[src/include/ric_pkg.sv]
// ric_pkg: register map, field positions and reset values of the
// interrupt-enable unit of the real-time counter.
// assumes a 32-bit APB with byte addresses; each register is one word.

package ric_pkg;

	localparam int          RIC_ADDR_W       = 8;
	localparam int          RIC_DATA_W       = 32;
	localparam int          RIC_SRC_W        = 8;

	// register indices; byte address is four times the index
	localparam logic [7:0]  RIC_CTRL_IDX     = 8'h00;
	localparam logic [7:0]  RIC_ENSET_IDX    = 8'h05;
	localparam logic [7:0]  RIC_ENCLR_IDX    = 8'h06;
	localparam logic [7:0]  RIC_FLAG_IDX     = 8'h08;
	localparam logic [7:0]  RIC_STAT_IDX     = 8'h0A;
	localparam logic [7:0]  RIC_MASK_IDX     = 8'h0B;

	// bit positions shared by enable, flag, status and mask layouts, and the mode bit of the control word
	localparam int          RIC_OVF_BIT      = 7;
	localparam int          RIC_SYNC_BIT     = 6;
	localparam int          RIC_COMPARE_MATCH_SECOND_BIT     = 1;
	localparam int          RIC_COMPARE_MATCH_FIRST_BIT     = 0;
	localparam int          RIC_MODE_BIT     = 0;

	localparam logic [7:0]  RIC_VALID_SINGLE = 8'hC1;
	localparam logic [7:0]  RIC_VALID_16BIT  = 8'hC3;

	localparam logic        RIC_MODE_RST     = 1'b0;
	localparam logic [7:0]  RIC_ENABLE_RST   = 8'h00;
	localparam logic [7:0]  RIC_MASK_RST     = 8'h00;
	localparam logic [7:0]  RIC_STATUS_RST   = 8'h00;
	localparam logic [31:0] RIC_PRDATA_RST   = 32'h0000_0000;

	function automatic logic ric_hit(input logic [7:0] addr, input logic [7:0] idx);
		return addr == {idx[5:0], 2'b00};
	endfunction : ric_hit

	function automatic logic [7:0] ric_valid(input logic mode16);
		return mode16 ? RIC_VALID_16BIT : RIC_VALID_SINGLE;
	endfunction : ric_valid

endpackage : ric_pkg

[src/include/ric_irq_if.sv]
// ric_irq_if: events, read-clear and mask into the sticky status unit.
// assumes both ends run on the same pclk.
`timescale 1ns/1ns

interface ric_irq_if;
	logic [7:0] evt;
	logic [7:0] clr;
	logic [7:0] mask;
	logic [7:0] status;
	logic       irq;

	modport core (output evt, output clr, output mask, input status, input irq);
	modport unit (input evt, input clr, input mask, output status, output irq);
endinterface : ric_irq_if

[src/hw/ric_irq_status.sv]
// ric_irq_status: sticky interrupt status bits, read-clear, masked irq.
// assumes clr names only bits that software has already seen.
`timescale 1ns/1ns

module ric_irq_status
	import ric_pkg::*;
(
	input  wire logic pclk,
	input  wire logic presetn,
	ric_irq_if.unit   bus
);

	typedef struct packed {
		logic [7:0] status;
		logic       irq;
	} ric_stat_s;

	ric_stat_s stat_reg;
	ric_stat_s stat_next;

	always_comb begin
		stat_next        = stat_reg;
		// set wins over a clear in the same cycle
		stat_next.status = (stat_reg.status & ~bus.clr) | bus.evt;
		stat_next.irq    = |(stat_next.status & bus.mask);
	end

	always_ff @(posedge pclk or negedge presetn) begin
		if (!presetn) begin
			stat_reg <= '{status: RIC_STATUS_RST, irq: 1'b0};
		end else begin
			stat_reg <= stat_next;
		end
	end

	assign bus.status = stat_reg.status;
	assign bus.irq    = stat_reg.irq;
endmodule : ric_irq_status

[src/hw/ric_irq_enable_clear.sv]
// ric_irq_enable_clear: APB register block holding the interrupt enables
// of the real-time counter, with per-source requests and one irq line.
// assumes flags come synchronous to pclk from the counter logic.
//
// Behaviour
// - writing zero to an enable-clear bit leaves that enable unchanged
// - writing one to bit 7 clears the overflow enable
// - writing one to bit 6 clears the sync-done enable
// - writing one to bit 0 clears the first compare enable
// - overflow request follows the flag while enabled, stays low while disabled
// - sync-done request asserts when its flag sets while enabled
// - first compare request asserts when its flag sets while enabled
// - 16-bit mode: clear register at 0x06, reset 0x00, adds bit 1
`timescale 1ns/1ns

module ric_irq_enable_clear
	import ric_pkg::*;
(
	input  wire logic        pclk,
	input  wire logic        presetn,
	input  wire logic        psel,
	input  wire logic        penable,
	input  wire logic        pwrite,
	input  wire logic [7:0]  paddr,
	input  wire logic [31:0] pwdata,
	output logic      [31:0] prdata,
	output logic             pready,
	output logic             pslverr,
	input  wire logic        counter_overflow_flag,
	input  wire logic        sync_done_flag,
	input  wire logic        compare_match_first_flag,
	input  wire logic        compare_match_second_flag,
	output logic      [7:0]  irq_request,
	output logic             irq
);

	typedef struct packed {
		logic        mode;
		logic [7:0]  en;
		logic [7:0]  mask;
		logic [7:0]  req;
		logic [31:0] prdata;
	} ric_core_s;

	ric_core_s   core_reg;
	ric_core_s   core_next;

	logic [7:0]  flags;
	logic [7:0]  en_vis;
	logic        wr_any;
	logic        rd_setup;
	logic        rd_acc;
	logic        mapped;
	logic        wr_clr;
	logic        wr_set;
	logic        wr_ctrl;

	ric_irq_if   irq_bus ();

	assign flags    = {counter_overflow_flag, sync_done_flag, 4'h0,
	                   compare_match_second_flag, compare_match_first_flag};
	assign wr_any   = psel & penable & pwrite;
	assign rd_setup = psel & ~penable & ~pwrite;
	assign rd_acc   = psel & penable & ~pwrite;
	assign wr_clr   = wr_any & ric_hit(paddr, RIC_ENCLR_IDX);
	assign wr_set   = wr_any & ric_hit(paddr, RIC_ENSET_IDX);
	assign wr_ctrl  = wr_any & ric_hit(paddr, RIC_CTRL_IDX);
	// bit 1 is hidden and inert outside the 16-bit mode
	assign en_vis   = core_reg.en & ric_valid(core_reg.mode);

	assign mapped   = ric_hit(paddr, RIC_CTRL_IDX) | ric_hit(paddr, RIC_ENSET_IDX)
	                | ric_hit(paddr, RIC_ENCLR_IDX) | ric_hit(paddr, RIC_FLAG_IDX)
	                | ric_hit(paddr, RIC_STAT_IDX) | ric_hit(paddr, RIC_MASK_IDX);

	always_comb begin
		logic [31:0] rdata;
		rdata     = 32'h0000_0000;
		core_next = core_reg;

		if (wr_ctrl) begin
			core_next.mode = pwdata[RIC_MODE_BIT];
		end
		if (wr_set) begin
			core_next.en = core_reg.en | (pwdata[7:0] & ric_valid(core_reg.mode));
		end
		if (wr_clr) begin
			// ones clear, zeros leave the enable alone
			core_next.en = core_reg.en & ~pwdata[7:0];
		end
		if (wr_any && ric_hit(paddr, RIC_MASK_IDX)) begin
			core_next.mask = pwdata[7:0] & RIC_VALID_16BIT;
		end

		// request follows flag while enabled, including a same-cycle enable change
		core_next.req = core_next.en & flags & ric_valid(core_next.mode);

		// read data is latched in the setup phase so it is stable in access
		if (ric_hit(paddr, RIC_CTRL_IDX)) begin
			rdata[RIC_MODE_BIT] = core_reg.mode;
		end else if (ric_hit(paddr, RIC_ENSET_IDX) || ric_hit(paddr, RIC_ENCLR_IDX)) begin
			rdata[7:0] = en_vis;
		end else if (ric_hit(paddr, RIC_FLAG_IDX)) begin
			rdata[7:0] = flags & ric_valid(core_reg.mode);
		end else if (ric_hit(paddr, RIC_STAT_IDX)) begin
			rdata[7:0] = irq_bus.status;
		end else if (ric_hit(paddr, RIC_MASK_IDX)) begin
			rdata[7:0] = core_reg.mask;
		end
		if (rd_setup) begin
			core_next.prdata = rdata;
		end
	end

	always_ff @(posedge pclk or negedge presetn) begin
		if (!presetn) begin
			core_reg <= '{mode:   RIC_MODE_RST,
			              en:     RIC_ENABLE_RST,
			              mask:   RIC_MASK_RST,
			              req:    RIC_ENABLE_RST,
			              prdata: RIC_PRDATA_RST};
		end else begin
			core_reg <= core_next;
		end
	end

	// events are rising requests; only the bits actually returned are cleared,
	// so an event landing between setup and access is not lost
	assign irq_bus.evt  = core_next.req & ~core_reg.req;
	assign irq_bus.clr  = (rd_acc && ric_hit(paddr, RIC_STAT_IDX)) ? core_reg.prdata[7:0] : 8'h00;
	assign irq_bus.mask = core_reg.mask;

	ric_irq_status u_status (
		.pclk    (pclk),
		.presetn (presetn),
		.bus     (irq_bus)
	);

	// zero-wait slave; writes to read-only words are ignored without error
	assign pready      = 1'b1;
	assign pslverr     = psel & penable & ~mapped;
	assign prdata      = core_reg.prdata;
	assign irq_request = core_reg.req;
	assign irq         = irq_bus.irq;
endmodule : ric_irq_enable_clear

[config.mk]
export PLATFORM = sky130hd
export DESIGN_NAME = ric_irq_enable_clear
export DESIGN_NICKNAME = d
export VERILOG_FILES = /design/src/include/ric_pkg.sv /design/src/include/ric_irq_if.sv /design/src/hw/ric_irq_status.sv /design/src/hw/ric_irq_enable_clear.sv
export SDC_FILE = /design/constraint.sdc
export NUM_CORES = 1
export LEC_CHECK = 0
export ABC_AREA = 1
export BUFFER_PORTS_ARGS = -buffer_cell sky130_fd_sc_hd__buf_2
export CAP_MARGIN = 20
export CORE_MARGIN = 3
export CORE_UTILIZATION = 46
export DETAILED_ROUTE_END_ITERATION = 7
export PLACE_DENSITY = 0.91
export SLEW_MARGIN = 20
export SYNTH_ARGS = -nofsm -noshare
export SYNTH_HDL_FRONTEND = slang
export SYNTH_SLANG_ARGS = --single-unit
[constraint.sdc]
create_clock -name pclk -period 1.05 [get_ports pclk]
set_input_delay 0.21 -clock pclk [delete_from_list [all_inputs] [get_ports pclk]]
set_output_delay 0.21 -clock pclk [all_outputs]
set_load 0.01 [all_outputs]
==> impl_results.md, run 1 <==
* Asr flop ratio synth at 1.00
* Cells after Synth at 241
* Ports at 92
* GR Util All Layers at 0.187
* Pre-CTS setup slack at -0.384 ns
* Slew Limit Fails at 0
* Rows at 22
* Initial Util at 0.498
* Clock buffer count from CTS at 5
* DRT iter0 DRCs at 122
* Layout area overhead at 41.2%
* Initial antenna violation count at 0
* CP Cell Sequence: buf_6 -> nor2_4 -> inv_2 -> nor2_4 -> nand2_2 -> nand2_4 -> nor3_2 -> buf_2
* Syn Area/Cell at between 7 and 8 um^2
* Mapped cell area at 1890 um^2
* Clk buf depth at 2
* Synth area leaders: dfrtp_1, buf_4, nand2_1
* Final period util at 1.25
* Share of post-route cells with drive strength above 1 at 0.472
* EDFF count, synth at 0
* Chip width at 70.2 um
* Number of cells on the critical path at 8
* DP HPWL at between 3 and 4 mm
* Min-Delay Path Class: in -> reg
* Clock Root Buffer: clkbuf_8
* Status: finished, violations left
* WP data required at 0.84 ns
* Avg WL per Cell at 14.7 um
* R2r endpoint: u_status.bus.irq$_DFF_PN0_
* Crit path from: paddr[7]
* Util after Layout at 0.704
* Startpoint types: input port
* Die Footprint at 4920 um^2
* Power Density at 1150 nW/um^2
* ANT cells at 0
* Clk sink count at 30
* Largest net degree at the start of global routing at 31
* Peak supply drop at 0.000876 V
* Crit path time final at 1.31 ns
* WL final at around 5.2 mm
* Final hold viol count at 0
* Nets at about 350
* Die height at around 70 um
* Crit path capture: pslverr
* Reg-to-reg slack, setup at -0.08 ns
* Vias per cell at between 4 and 5
* Clock-pin slew on the worst setup and hold paths at 0.06 ns
* Critical path class: in -> out
* Via count at 1738
* PnR Total Power at 3.07 mW
* CP bufs+invs at 3
* Clk_lat worst skew at 0.29 ns
* Worst reg2reg path depth at 8
* Crit path DAT at 1.10 ns
* Yosys warning count at 0
* Family with the most delay on the worst path: simple AND/OR/NAND/NOR gates
* Finished Cell Area at 2670 um^2
* Top cell type's share of synthesized area at 0.397
* Port Buf Inserts at 34
* Post-DP Area at 2120 um^2
* Synth Flop Type: dfrtp_1
* CORE AREA at 3800 um^2
* Final setup fails at 20
* TritonCTS clock tree: done
* RSZ-0062 raised after global routing: yes
* Reg2Reg Launch Point: core_reg[56]$_DFF_PN0_
* Max-capacitance violation count at 0
* DRT Pass-1 Iters at 4
* Failing checks: setup timing
* Crit path largest cell delay at ~0.17 ns
* Clock Skew at 0.00708 ns
* Final Worst Setup Slack at -0.261 ns
* Highest clock rate at 763 MHz
* Routability congestion estimate at ~0.82
* CP max FO at 5
* H-Tree Level Count at 2
* Vias in the first global route at approximately 1600
* Crit end category: output pin
* Final global-route overflow total at 0
* Post-synth top area cell: dfrtp_1
* DRT antenna net count at 0
* Pleak at 1.47 nW
* First-pass GRT wire length at 7.32 mm
* DRC viols at 0
* Post-synthesis sequential area ratio at 0.397
* Most used cell, CP: nor2_4
* Yosys cell types at 27
* Register bit total from synthesis at 30
* Setup TNS at -1.48 ns
* Critical path's slowest cell: nor2_4
kinds of logic after synthesis:
kind of cell | synth area share
AND/OR/NAND/NOR | 0.267
AO/OA/AOI/OAI | 0.0720
multiplexers | 0.0159
flip-flops | 0.397
other | 0.00397
buffers and inverters | 0.245
worst reg2reg max path, stage by stage (launching register included):
cell and delay (ns):
dfrtp_1 0.42, inv_1 0.16, nand2_4 0.07, nand2_4 0.07, nor2_2 0.04, nand3_2 0.06, nand2_2 0.07, nand2_2 0.05
nand4_1 0.07
area by class of cell:
type,instances,area (um^2)
clock buffers,6,82.6
clock inverters,2,60.1
fillers,286,1130
inverters,39,159
multi-input cells,157,995
flip-flops and latches,30,751
well taps,48,60.1
repair buffers,71,566
power breakdown:
part | leakage [nW] | switching, mW | internal [mW]
clock | 0.0714 | 0.471 | 1.01
sequential | 0.349 | 0.0171 | 1.18
combinational | 1.05 | 0.243 | 0.150
total | 1.47 | 0.731 | 2.34
layer usage:
metal / GRT usage / up-vias / wire length (um)
met4: 0.0383 / 0 / 125
met5: 0 / - / 0
li1: - / 813 / -
met3: 0.0590 / 12 / 282
met2: 0.331 / 70 / 2740
met1: 0.224 / 843 / 2040
metrics by stage:
stage / hold WS (ns) / instances
2_1_floorplan: -0.0856 / 268
3_3_place_gp: 0.238 / 328
4_1_cts: 0.160 / 345
6_report: 0.159 / 353
5_1_grt: 0.165 / 353
3_5_place_dp: 0.248 / 328
cells in the mapped netlist, types with 2 or more instances:
cell type	instances
mux2_4	2
nand2_1	50
dfrtp_1	30
nor3_1	2
conb_1	2
o21ai_1	13
inv_1	30
nand4_1	12
o21ai_0	2
nor2_4	3
nand2_2	5
buf_4	42
nor2_1	13
nor2_2	3
inv_2	8
a21oi_1	8
nand3_1	6
cell usage in the layout, fill, tap and decap left out, drive strengths merged:
master	instances
o21a	1
nor3	3
and3	1
bufinv	2
o211ai	1
nand4	12
dlygate4sd3	1
conb	29
nand2	55
buf	70
and2	1
a31oi	1
mux2	2
clkbuf	6
nor2	20
dfrtp	30
clkinv	1
a21oi	8
o21ai	15
inv	38
nand3	8
worst min-delay path by stage:
stage	startpoint	endpoint	slack, ns	depth (start not counted)
after CTS	sync_done_flag	irq_request[6]$_DFF_PN0_	0.16	3
after detailed placement	presetn	prdata[4]$_DFFE_PN0P_	0.25	2
after floorplan	presetn	core_reg[48]$_DFF_PN0_	-0.09	0
final	counter_overflow_flag	irq_request[7]$_DFF_PN0_	0.16	3
after global placement	presetn	prdata[4]$_DFFE_PN0P_	0.24	2
after global routing	sync_done_flag	irq_request[6]$_DFF_PN0_	0.16	3
repair_timing:
item | CTS | global route
hold endpoints to repair | 30 | 0
setup endpoints to repair | 6 | 30
buffers inserted | 8 | 10
gates resized for setup | 18 | 60
pin swaps | 15 | 31
hold buffers | 1 | 0
Note: power is estimated with default switching activity, not from simulation.
==> inputs of run 2 (changes only) <==
--- a/config.mk
+++ b/config.mk
@@ -5,9 +5,8 @@
 export SDC_FILE = /design/constraint.sdc
 export NUM_CORES = 1
 export LEC_CHECK = 0
-export ABC_AREA = 1
 export BUFFER_PORTS_ARGS = -buffer_cell sky130_fd_sc_hd__buf_2
-export CAP_MARGIN = 20
+export CAP_MARGIN = 25
 export CORE_MARGIN = 3
 export CORE_UTILIZATION = 46
 export DETAILED_ROUTE_END_ITERATION = 7
==> impl_results.md, run 2 <==
* Crit path time final at 1.51 ns (+0.200 ns)
* Critical path's slowest cell: nor4_4
* Avg WL per Cell at 19.3 um (+31%)
* Port Buf Inserts at 34 (unchanged)
* Most used cell, CP: nor4_4
* First-pass GRT wire length at 9.02 mm (+23%)
* Final hold viol count at 0 (unchanged)
* Clock Skew at 0.0162 ns (+0.00912 ns)
* Die Footprint at 4780 um^2 (-2.8%)
* Clock Root Buffer: clkbuf_8
* Footprint of the multi-input gates at 1010 um^2 (+1.6%)
* Clock-pin slew on the worst setup and hold paths at 0.06 ns (about the same)
* Reg-to-reg slack, setup at -0.23 ns (-0.15 ns)
* Post-synth top area cell: dfrtp_1
* Clk buf depth at 2 (unchanged)
* Final period util at 1.44 (+0.190)
* HP Start: counter_overflow_flag
* Ports at 92 (unchanged)
* Power Density at 1030 nW/um^2 (-11%)
* Hold EP: irq_request[7]$_DFF_PN0_
* Syn Area/Cell at 9.66 um^2 (+23%)
* GR Util All Layers at 0.242 (+0.0543)
* DRT iter0 DRCs at 171 (+40%)
* Clock buffer count from CTS at 5 (unchanged)
* CP max FO at 3 (-2)
* Register bit total from synthesis at 30 (unchanged)
* Layout area overhead at 50.0%
* Vias per cell at 5.58 (+13%)
* FF+latch area at 751 um^2 (unchanged)
* Most common cell after layout, fill and taps aside: buf_4
* GRT Max-Usage Layer: met2
* Die height at 69.2 um (-1.4%)
* CORE AREA at 3740 um^2 (-1.4%)
* Rows at 22 (unchanged)
* Post-synth top cells: buf_4, dfrtp_1, nand2_1, nand4_1, and2_1
* TritonCTS clock tree: done
* Vias in the first global route at 1784 (+8.3%)
* Number of fill cells at 265 (-7.3%)
* Mapped cell area at 1840 um^2 (-3.0%)
* Failing checks: setup timing
* Initial Util at 0.490 (-0.00805)
* R2r endpoint: prdata[0]$_DFFE_PN0P_
* DRT antenna net count at 0 (unchanged)
* WL final at 6.25 mm (+21%)
* Clk sink count at 30 (unchanged)
* Chip width at 69.2 um (-1.4%)
* Routability congestion estimate at 0.941 (+14%)
* EDFF count, synth at 0 (unchanged)
* Final global-route overflow total at 0 (unchanged)
* Peak supply drop at 0.000971 V (+11%)
* DRC viols at 0 (unchanged)
* Pre-CTS setup slack at -0.676 ns (-0.292 ns)
* Commonest non-fill, non-tap cells in the layout: buf_4, dfrtp_1, conb_1
* Asr flop ratio synth at 1.00 (unchanged)
* M3 GR Usage at 0.0623 (+0.00333)
* Yosys cell types at 41 (+52%)
* Worst reg2reg path depth at 5 (-3)
* Slew Limit Fails at 0 (unchanged)
* CP Cell Sequence: buf_8 -> buf_6 -> nor4_4 -> buf_4 -> nand2_2 -> nand2_4 -> nor4_4 -> buf_2
* Min-Delay Path Class: in -> reg
* Highest clock rate at 662 MHz (-13%)
* Grt met2 use at 0.425 (+0.0943)
* Most common cell in the netlist: buf_4
* DRT Pass-1 Iters at 5 (+1)
* Synth area leaders: dfrtp_1, buf_4, nand2_1
* Setup TNS at -7.79 ns (-6.31 ns)
* Post-synthesis sequential area ratio at 0.409 (+0.0124)
* Crit end category: output pin
* Yosys warning count at 0 (unchanged)
* Crit path DAT at 1.30 ns (+0.20 ns)
* Min Hold Slack at 0.190 ns (+0.0315 ns)
* Hold depth at 2 (-1)
* Nets at 324 (-8.2%)
* Initial antenna violation count at 0 (unchanged)
* Synth Flop Type: dfrtp_1
* Top cell type's share of synthesized area at 0.409 (+0.0124)
* Via count at 1808 (+4.0%)
* Cells after Synth at 190 (-21%)
* Pleak at 1.38 nW (-6.2%)
* Crit path largest cell delay at 0.31 ns (+0.14 ns)
* RSZ-0062 raised after global routing: yes
* Startpoint types: input port
* Post-DP Area at 2220 um^2 (+4.7%)
* Reg2Reg Launch Point: u_status.bus.status[0]$_DFF_PN0_
* Critical path class: in -> out
* H-Tree Level Count at 2 (unchanged)
* WP data required at 0.84 ns (about the same)
* Finished Cell Area at 2750 um^2 (+3.0%)
* ANT cells at 0 (unchanged)
* Final setup fails at 34 (+70%)
* Status: finished, violations left
* DP HPWL at 3.61 mm (+11%)
* Final Worst Setup Slack at -0.460 ns (-0.200 ns)
* Share of post-route cells with drive strength above 1 at 0.511 (+0.0387)
* Largest net degree at the start of global routing at 31 (unchanged)
* Util after Layout at 0.736 (+0.0321)
* M1 GR Usage at 0.280 (+0.0562)
* Max-capacitance violation count at 0 (unchanged)
* Clk_lat worst skew at 0.30 ns (about the same)
## run 2: cell types whose count changed after synthesis, moves of 8 or more
| cell | change |
|---|---|
| nand2_1 | -30 |
| inv_1 | -23 |
| nor2_1 | -11 |
| o21ai_1 | -11 |
| a21oi_1 | -8 |
| inv_2 | -8 |
## run 2: logic make-up after synthesis
group,count (synthesis),synth area share
mux,5,0.0293
other cells,2,0.00409
compound gates,36,0.145
flops,30,0.409
simple gates,63,0.216
buf+inv,54,0.197
## run 2: worst max path at each step
stage	from	to	slack [ns]	cells after the start
after floorplan	paddr[6]	irq_bus.mask[1]$_DFFE_PN0P_	-0.60	5
after global placement	paddr[6]	irq_bus.mask[6]$_DFFE_PN0P_	-0.59	5
after detailed placement	paddr[6]	u_status.bus.status[7]$_DFF_PN0_	-0.68	7
after CTS	paddr[4]	pslverr	-0.47	8
after global routing	paddr[7]	pslverr	-0.53	8
final	paddr[1]	pslverr	-0.46	8
## run 2: worst max-delay path: cells and delay by family
kind / cells / cell delay (ns)
buf+inv: 4 / 0.56
simple gates: 4 / 0.53
## run 2: repair_timing
item / CTS / global route
resized for setup: 54 / 12
pin swaps: 18 / 16
buffers inserted: 22 / 9
gates cloned: 0 / 0
hold buffers: 1 / 0
endpoints found under the hold margin: 30 / 0
endpoints found under the setup margin: 34 / 41
## run 2: stage by stage
step           power, mW  cells
2_1_floorplan       1.55    217
3_3_place_gp        1.66    289
3_5_place_dp        1.67    289
4_1_cts             2.74    319
5_1_grt             2.93    324
6_report            2.82    324
## run 2: report_power, final
group	internal [mW]	leakage (nW)	switching (mW)	total (mW)
logic	0.269	0.926	0.282	0.551
registers	1.20	0.402	0.0422	1.24
clock network	0.527	0.0472	0.501	1.03
total	2.00	1.38	0.825	2.82
## run 2: cell type report
| cell class | count | area share |
|---|---|---|
| Inverter | 7 | 0.00954 |
| Clock buffer | 6 | 0.0300 |
| Timing Repair Buffer | 98 | 0.294 |
| Sequential cell | 30 | 0.273 |
| Clock inverter | 2 | 0.00454 |
| Tap cell | 48 | 0.0218 |
| Multi-Input combinational cell | 133 | 0.367 |
## run 2: metal layers
layer	wire [um]	vias up	part of all wire
li1	-	782	-
met1	2190	882	0.35
met2	3210	110	0.51
met3	536	34	0.086
met4	313	0	0.050
met5	0	-	0
==> inputs of run 3 (changes only) <==
--- a/config.mk
+++ b/config.mk
@@ -15,3 +15,4 @@
 export SYNTH_ARGS = -nofsm -noshare
 export SYNTH_HDL_FRONTEND = slang
 export SYNTH_SLANG_ARGS = --single-unit
+export TNS_END_PERCENT = 5
==> impl_results.md, run 3 (synthesis results as in run 2) <==
* Status: finished, violations left
* Failing checks: setup timing
* Final Worst Setup Slack at -0.487 ns (-0.0267 ns)
* DRT iter0 DRCs at 182 (+6.4%)
* Final global-route overflow total at 0 (unchanged)
* Startpoint types: input port
* Power Density at 1110 nW/um^2 (+8.2%)
* Util after Layout at 0.646 (-0.0896)
* H-Tree Level Count at 2 (unchanged)
* Most common cell after layout, fill and taps aside: buf_4
* Share of post-route cells with drive strength above 1 at 0.421 (-0.0896)
* Final setup fails at 27 (-21%)
* CP max FO at 5 (+2)
* DRC viols at 0 (unchanged)
* Final period util at 1.46 (+0.0255)
* Routability congestion estimate at 0.909 (-3.3%)
* HP Start: counter_overflow_flag
* Port Buf Inserts at 34 (unchanged)
* Layout area overhead at 31.8%
* Vias in the first global route at 1580 (-11%)
* RSZ-0062 raised after global routing: yes
* DP HPWL at 3.57 mm (-1.3%)
* Via count at 1644 (-9.1%)
* ANT cells at 0 (unchanged)
* Worst reg2reg path depth at 4 (-1)
* Final hold viol count at 0 (unchanged)
* Clock-pin slew on the worst setup and hold paths at 0.07 ns (about the same)
* Crit path from: paddr[2]
* Initial antenna violation count at 0 (unchanged)
* WL final at 4.82 mm (-23%)
* TritonCTS clock tree: done
* Min-Delay Path Class: in -> reg
* Chip width at 69.2 um (unchanged)
* Clock buffer count from CTS at 5 (unchanged)
* Rows at 22 (unchanged)
* Reg2Reg Launch Point: core_reg[54]$_DFF_PN0_
* Crit end category: output pin
* Placed cells at 291 (+0.69%)
* Clock Skew at 0.00503 ns (-0.0112 ns)
* Die Footprint at 4780 um^2 (unchanged)
* Setup TNS at -5.50 ns (+2.29 ns)
* WP data required at 0.84 ns (about the same)
* Non-Filler Instances at 302 (-6.8%)
* Highest clock rate at 651 MHz (-1.7%)
* Avg WL per Cell at 16.0 um (-17%)
* Crit path time final at 1.54 ns (+0.0267 ns)
* Peak supply drop at 0.000606 V (-38%)
* DRT Pass-1 Iters at 5 (unchanged)
* Slew Limit Fails at 0 (unchanged)
* Crit path DAT at 1.33 ns (+0.03 ns)
* Clock Root Buffer: clkbuf_8
* Nets at 302 (-6.8%)
* Crit path capture: pslverr
* Clk buf depth at 2 (unchanged)
* Initial Util at 0.490 (unchanged)
* Max-capacitance violation count at 0 (unchanged)
* DRT antenna net count at 0 (unchanged)
* GR Util All Layers at 0.203 (-0.0383)
* PnR Total Power at 2.68 mW (-5.0%)
* Ports at 92 (unchanged)
* Vias per cell at 5.44 (-2.4%)
* R2r endpoint: u_status.bus.status[6]$_DFF_PN0_
* First-pass GRT wire length at 7.75 mm (-14%)
* Critical path class: in -> out
* CORE AREA at 3740 um^2 (unchanged)
* Die height at 69.2 um (unchanged)
* Largest net degree at the start of global routing at 17 (-45%)
* Clk sink count at 30 (unchanged)
* Clk_lat worst skew at 0.28 ns (-0.02 ns)
* Reg-to-reg slack, setup at -0.15 ns (+0.08 ns)
* Pleak at 1.22 nW (-11%)
* Commonest non-fill, non-tap cells in the layout: buf_4, dfrtp_1, conb_1
* Min Hold Slack at 0.188 ns (-0.00277 ns)
[run 3: how the worst min path moves through the flow]
stage,end,depth (start not counted)
after floorplan,core_reg[48]$_DFF_PN0_,0
after global placement,irq_request[7]$_DFF_PN0_,1
after detailed placement,u_status.bus.status[7]$_DFF_PN0_,1
after CTS,irq_request[7]$_DFF_PN0_,2
after global routing,irq_request[7]$_DFF_PN0_,2
final,irq_request[7]$_DFF_PN0_,2
[run 3: cell type report]
cell class,instances,area [um^2]
inverters,7,26.3
clock inverters,2,12.5
well taps,48,60.1
flip-flops and latches,30,751
multi-input cells,133,917
clock buffers,6,82.6
fillers,322,1330
repair buffers,76,569
[run 3: metrics by stage]
step | area, um^2 | setup WS (ns)
6_report | 2420 | -0.487
5_1_grt | 2420 | -0.529
4_1_cts | 2400 | -0.412
3_5_place_dp | 2150 | -0.632
3_3_place_gp | 2150 | -0.616
2_1_floorplan | 1960 | -0.596
[run 3: repair_timing]
action,4_1_cts,5_1_grt
hold buffers,1,0
gates resized for setup,30,3
pin swaps,14,9
setup endpoints to repair,29,38
buffers inserted,2,0
endpoints found under the hold margin,14,0
[run 3: power by group]
group	total, mW	leakage (nW)	internal (mW)	switching [mW]
sequential	1.24	0.402	1.20	0.0373
clock	0.967	0.0472	0.526	0.441
combinational	0.476	0.770	0.228	0.248
total	2.68	1.22	1.96	0.727
[run 3: per-layer routing]
metal,global-route usage,vias to the layer above,share of wire
li1,-,736,-
met1,0.246,783,0.39
met2,0.341,102,0.50
met3,0.0594,23,0.083
met4,0.0759,0,0.033
met5,0,-,0
[run 3: critical path, cell delays in order]
cell and delay, ns:
buf_2 0.13, nor4b_2 0.16, buf_4 0.15, o21a_4 0.24, nor4_2 0.25, buf_2 0.18
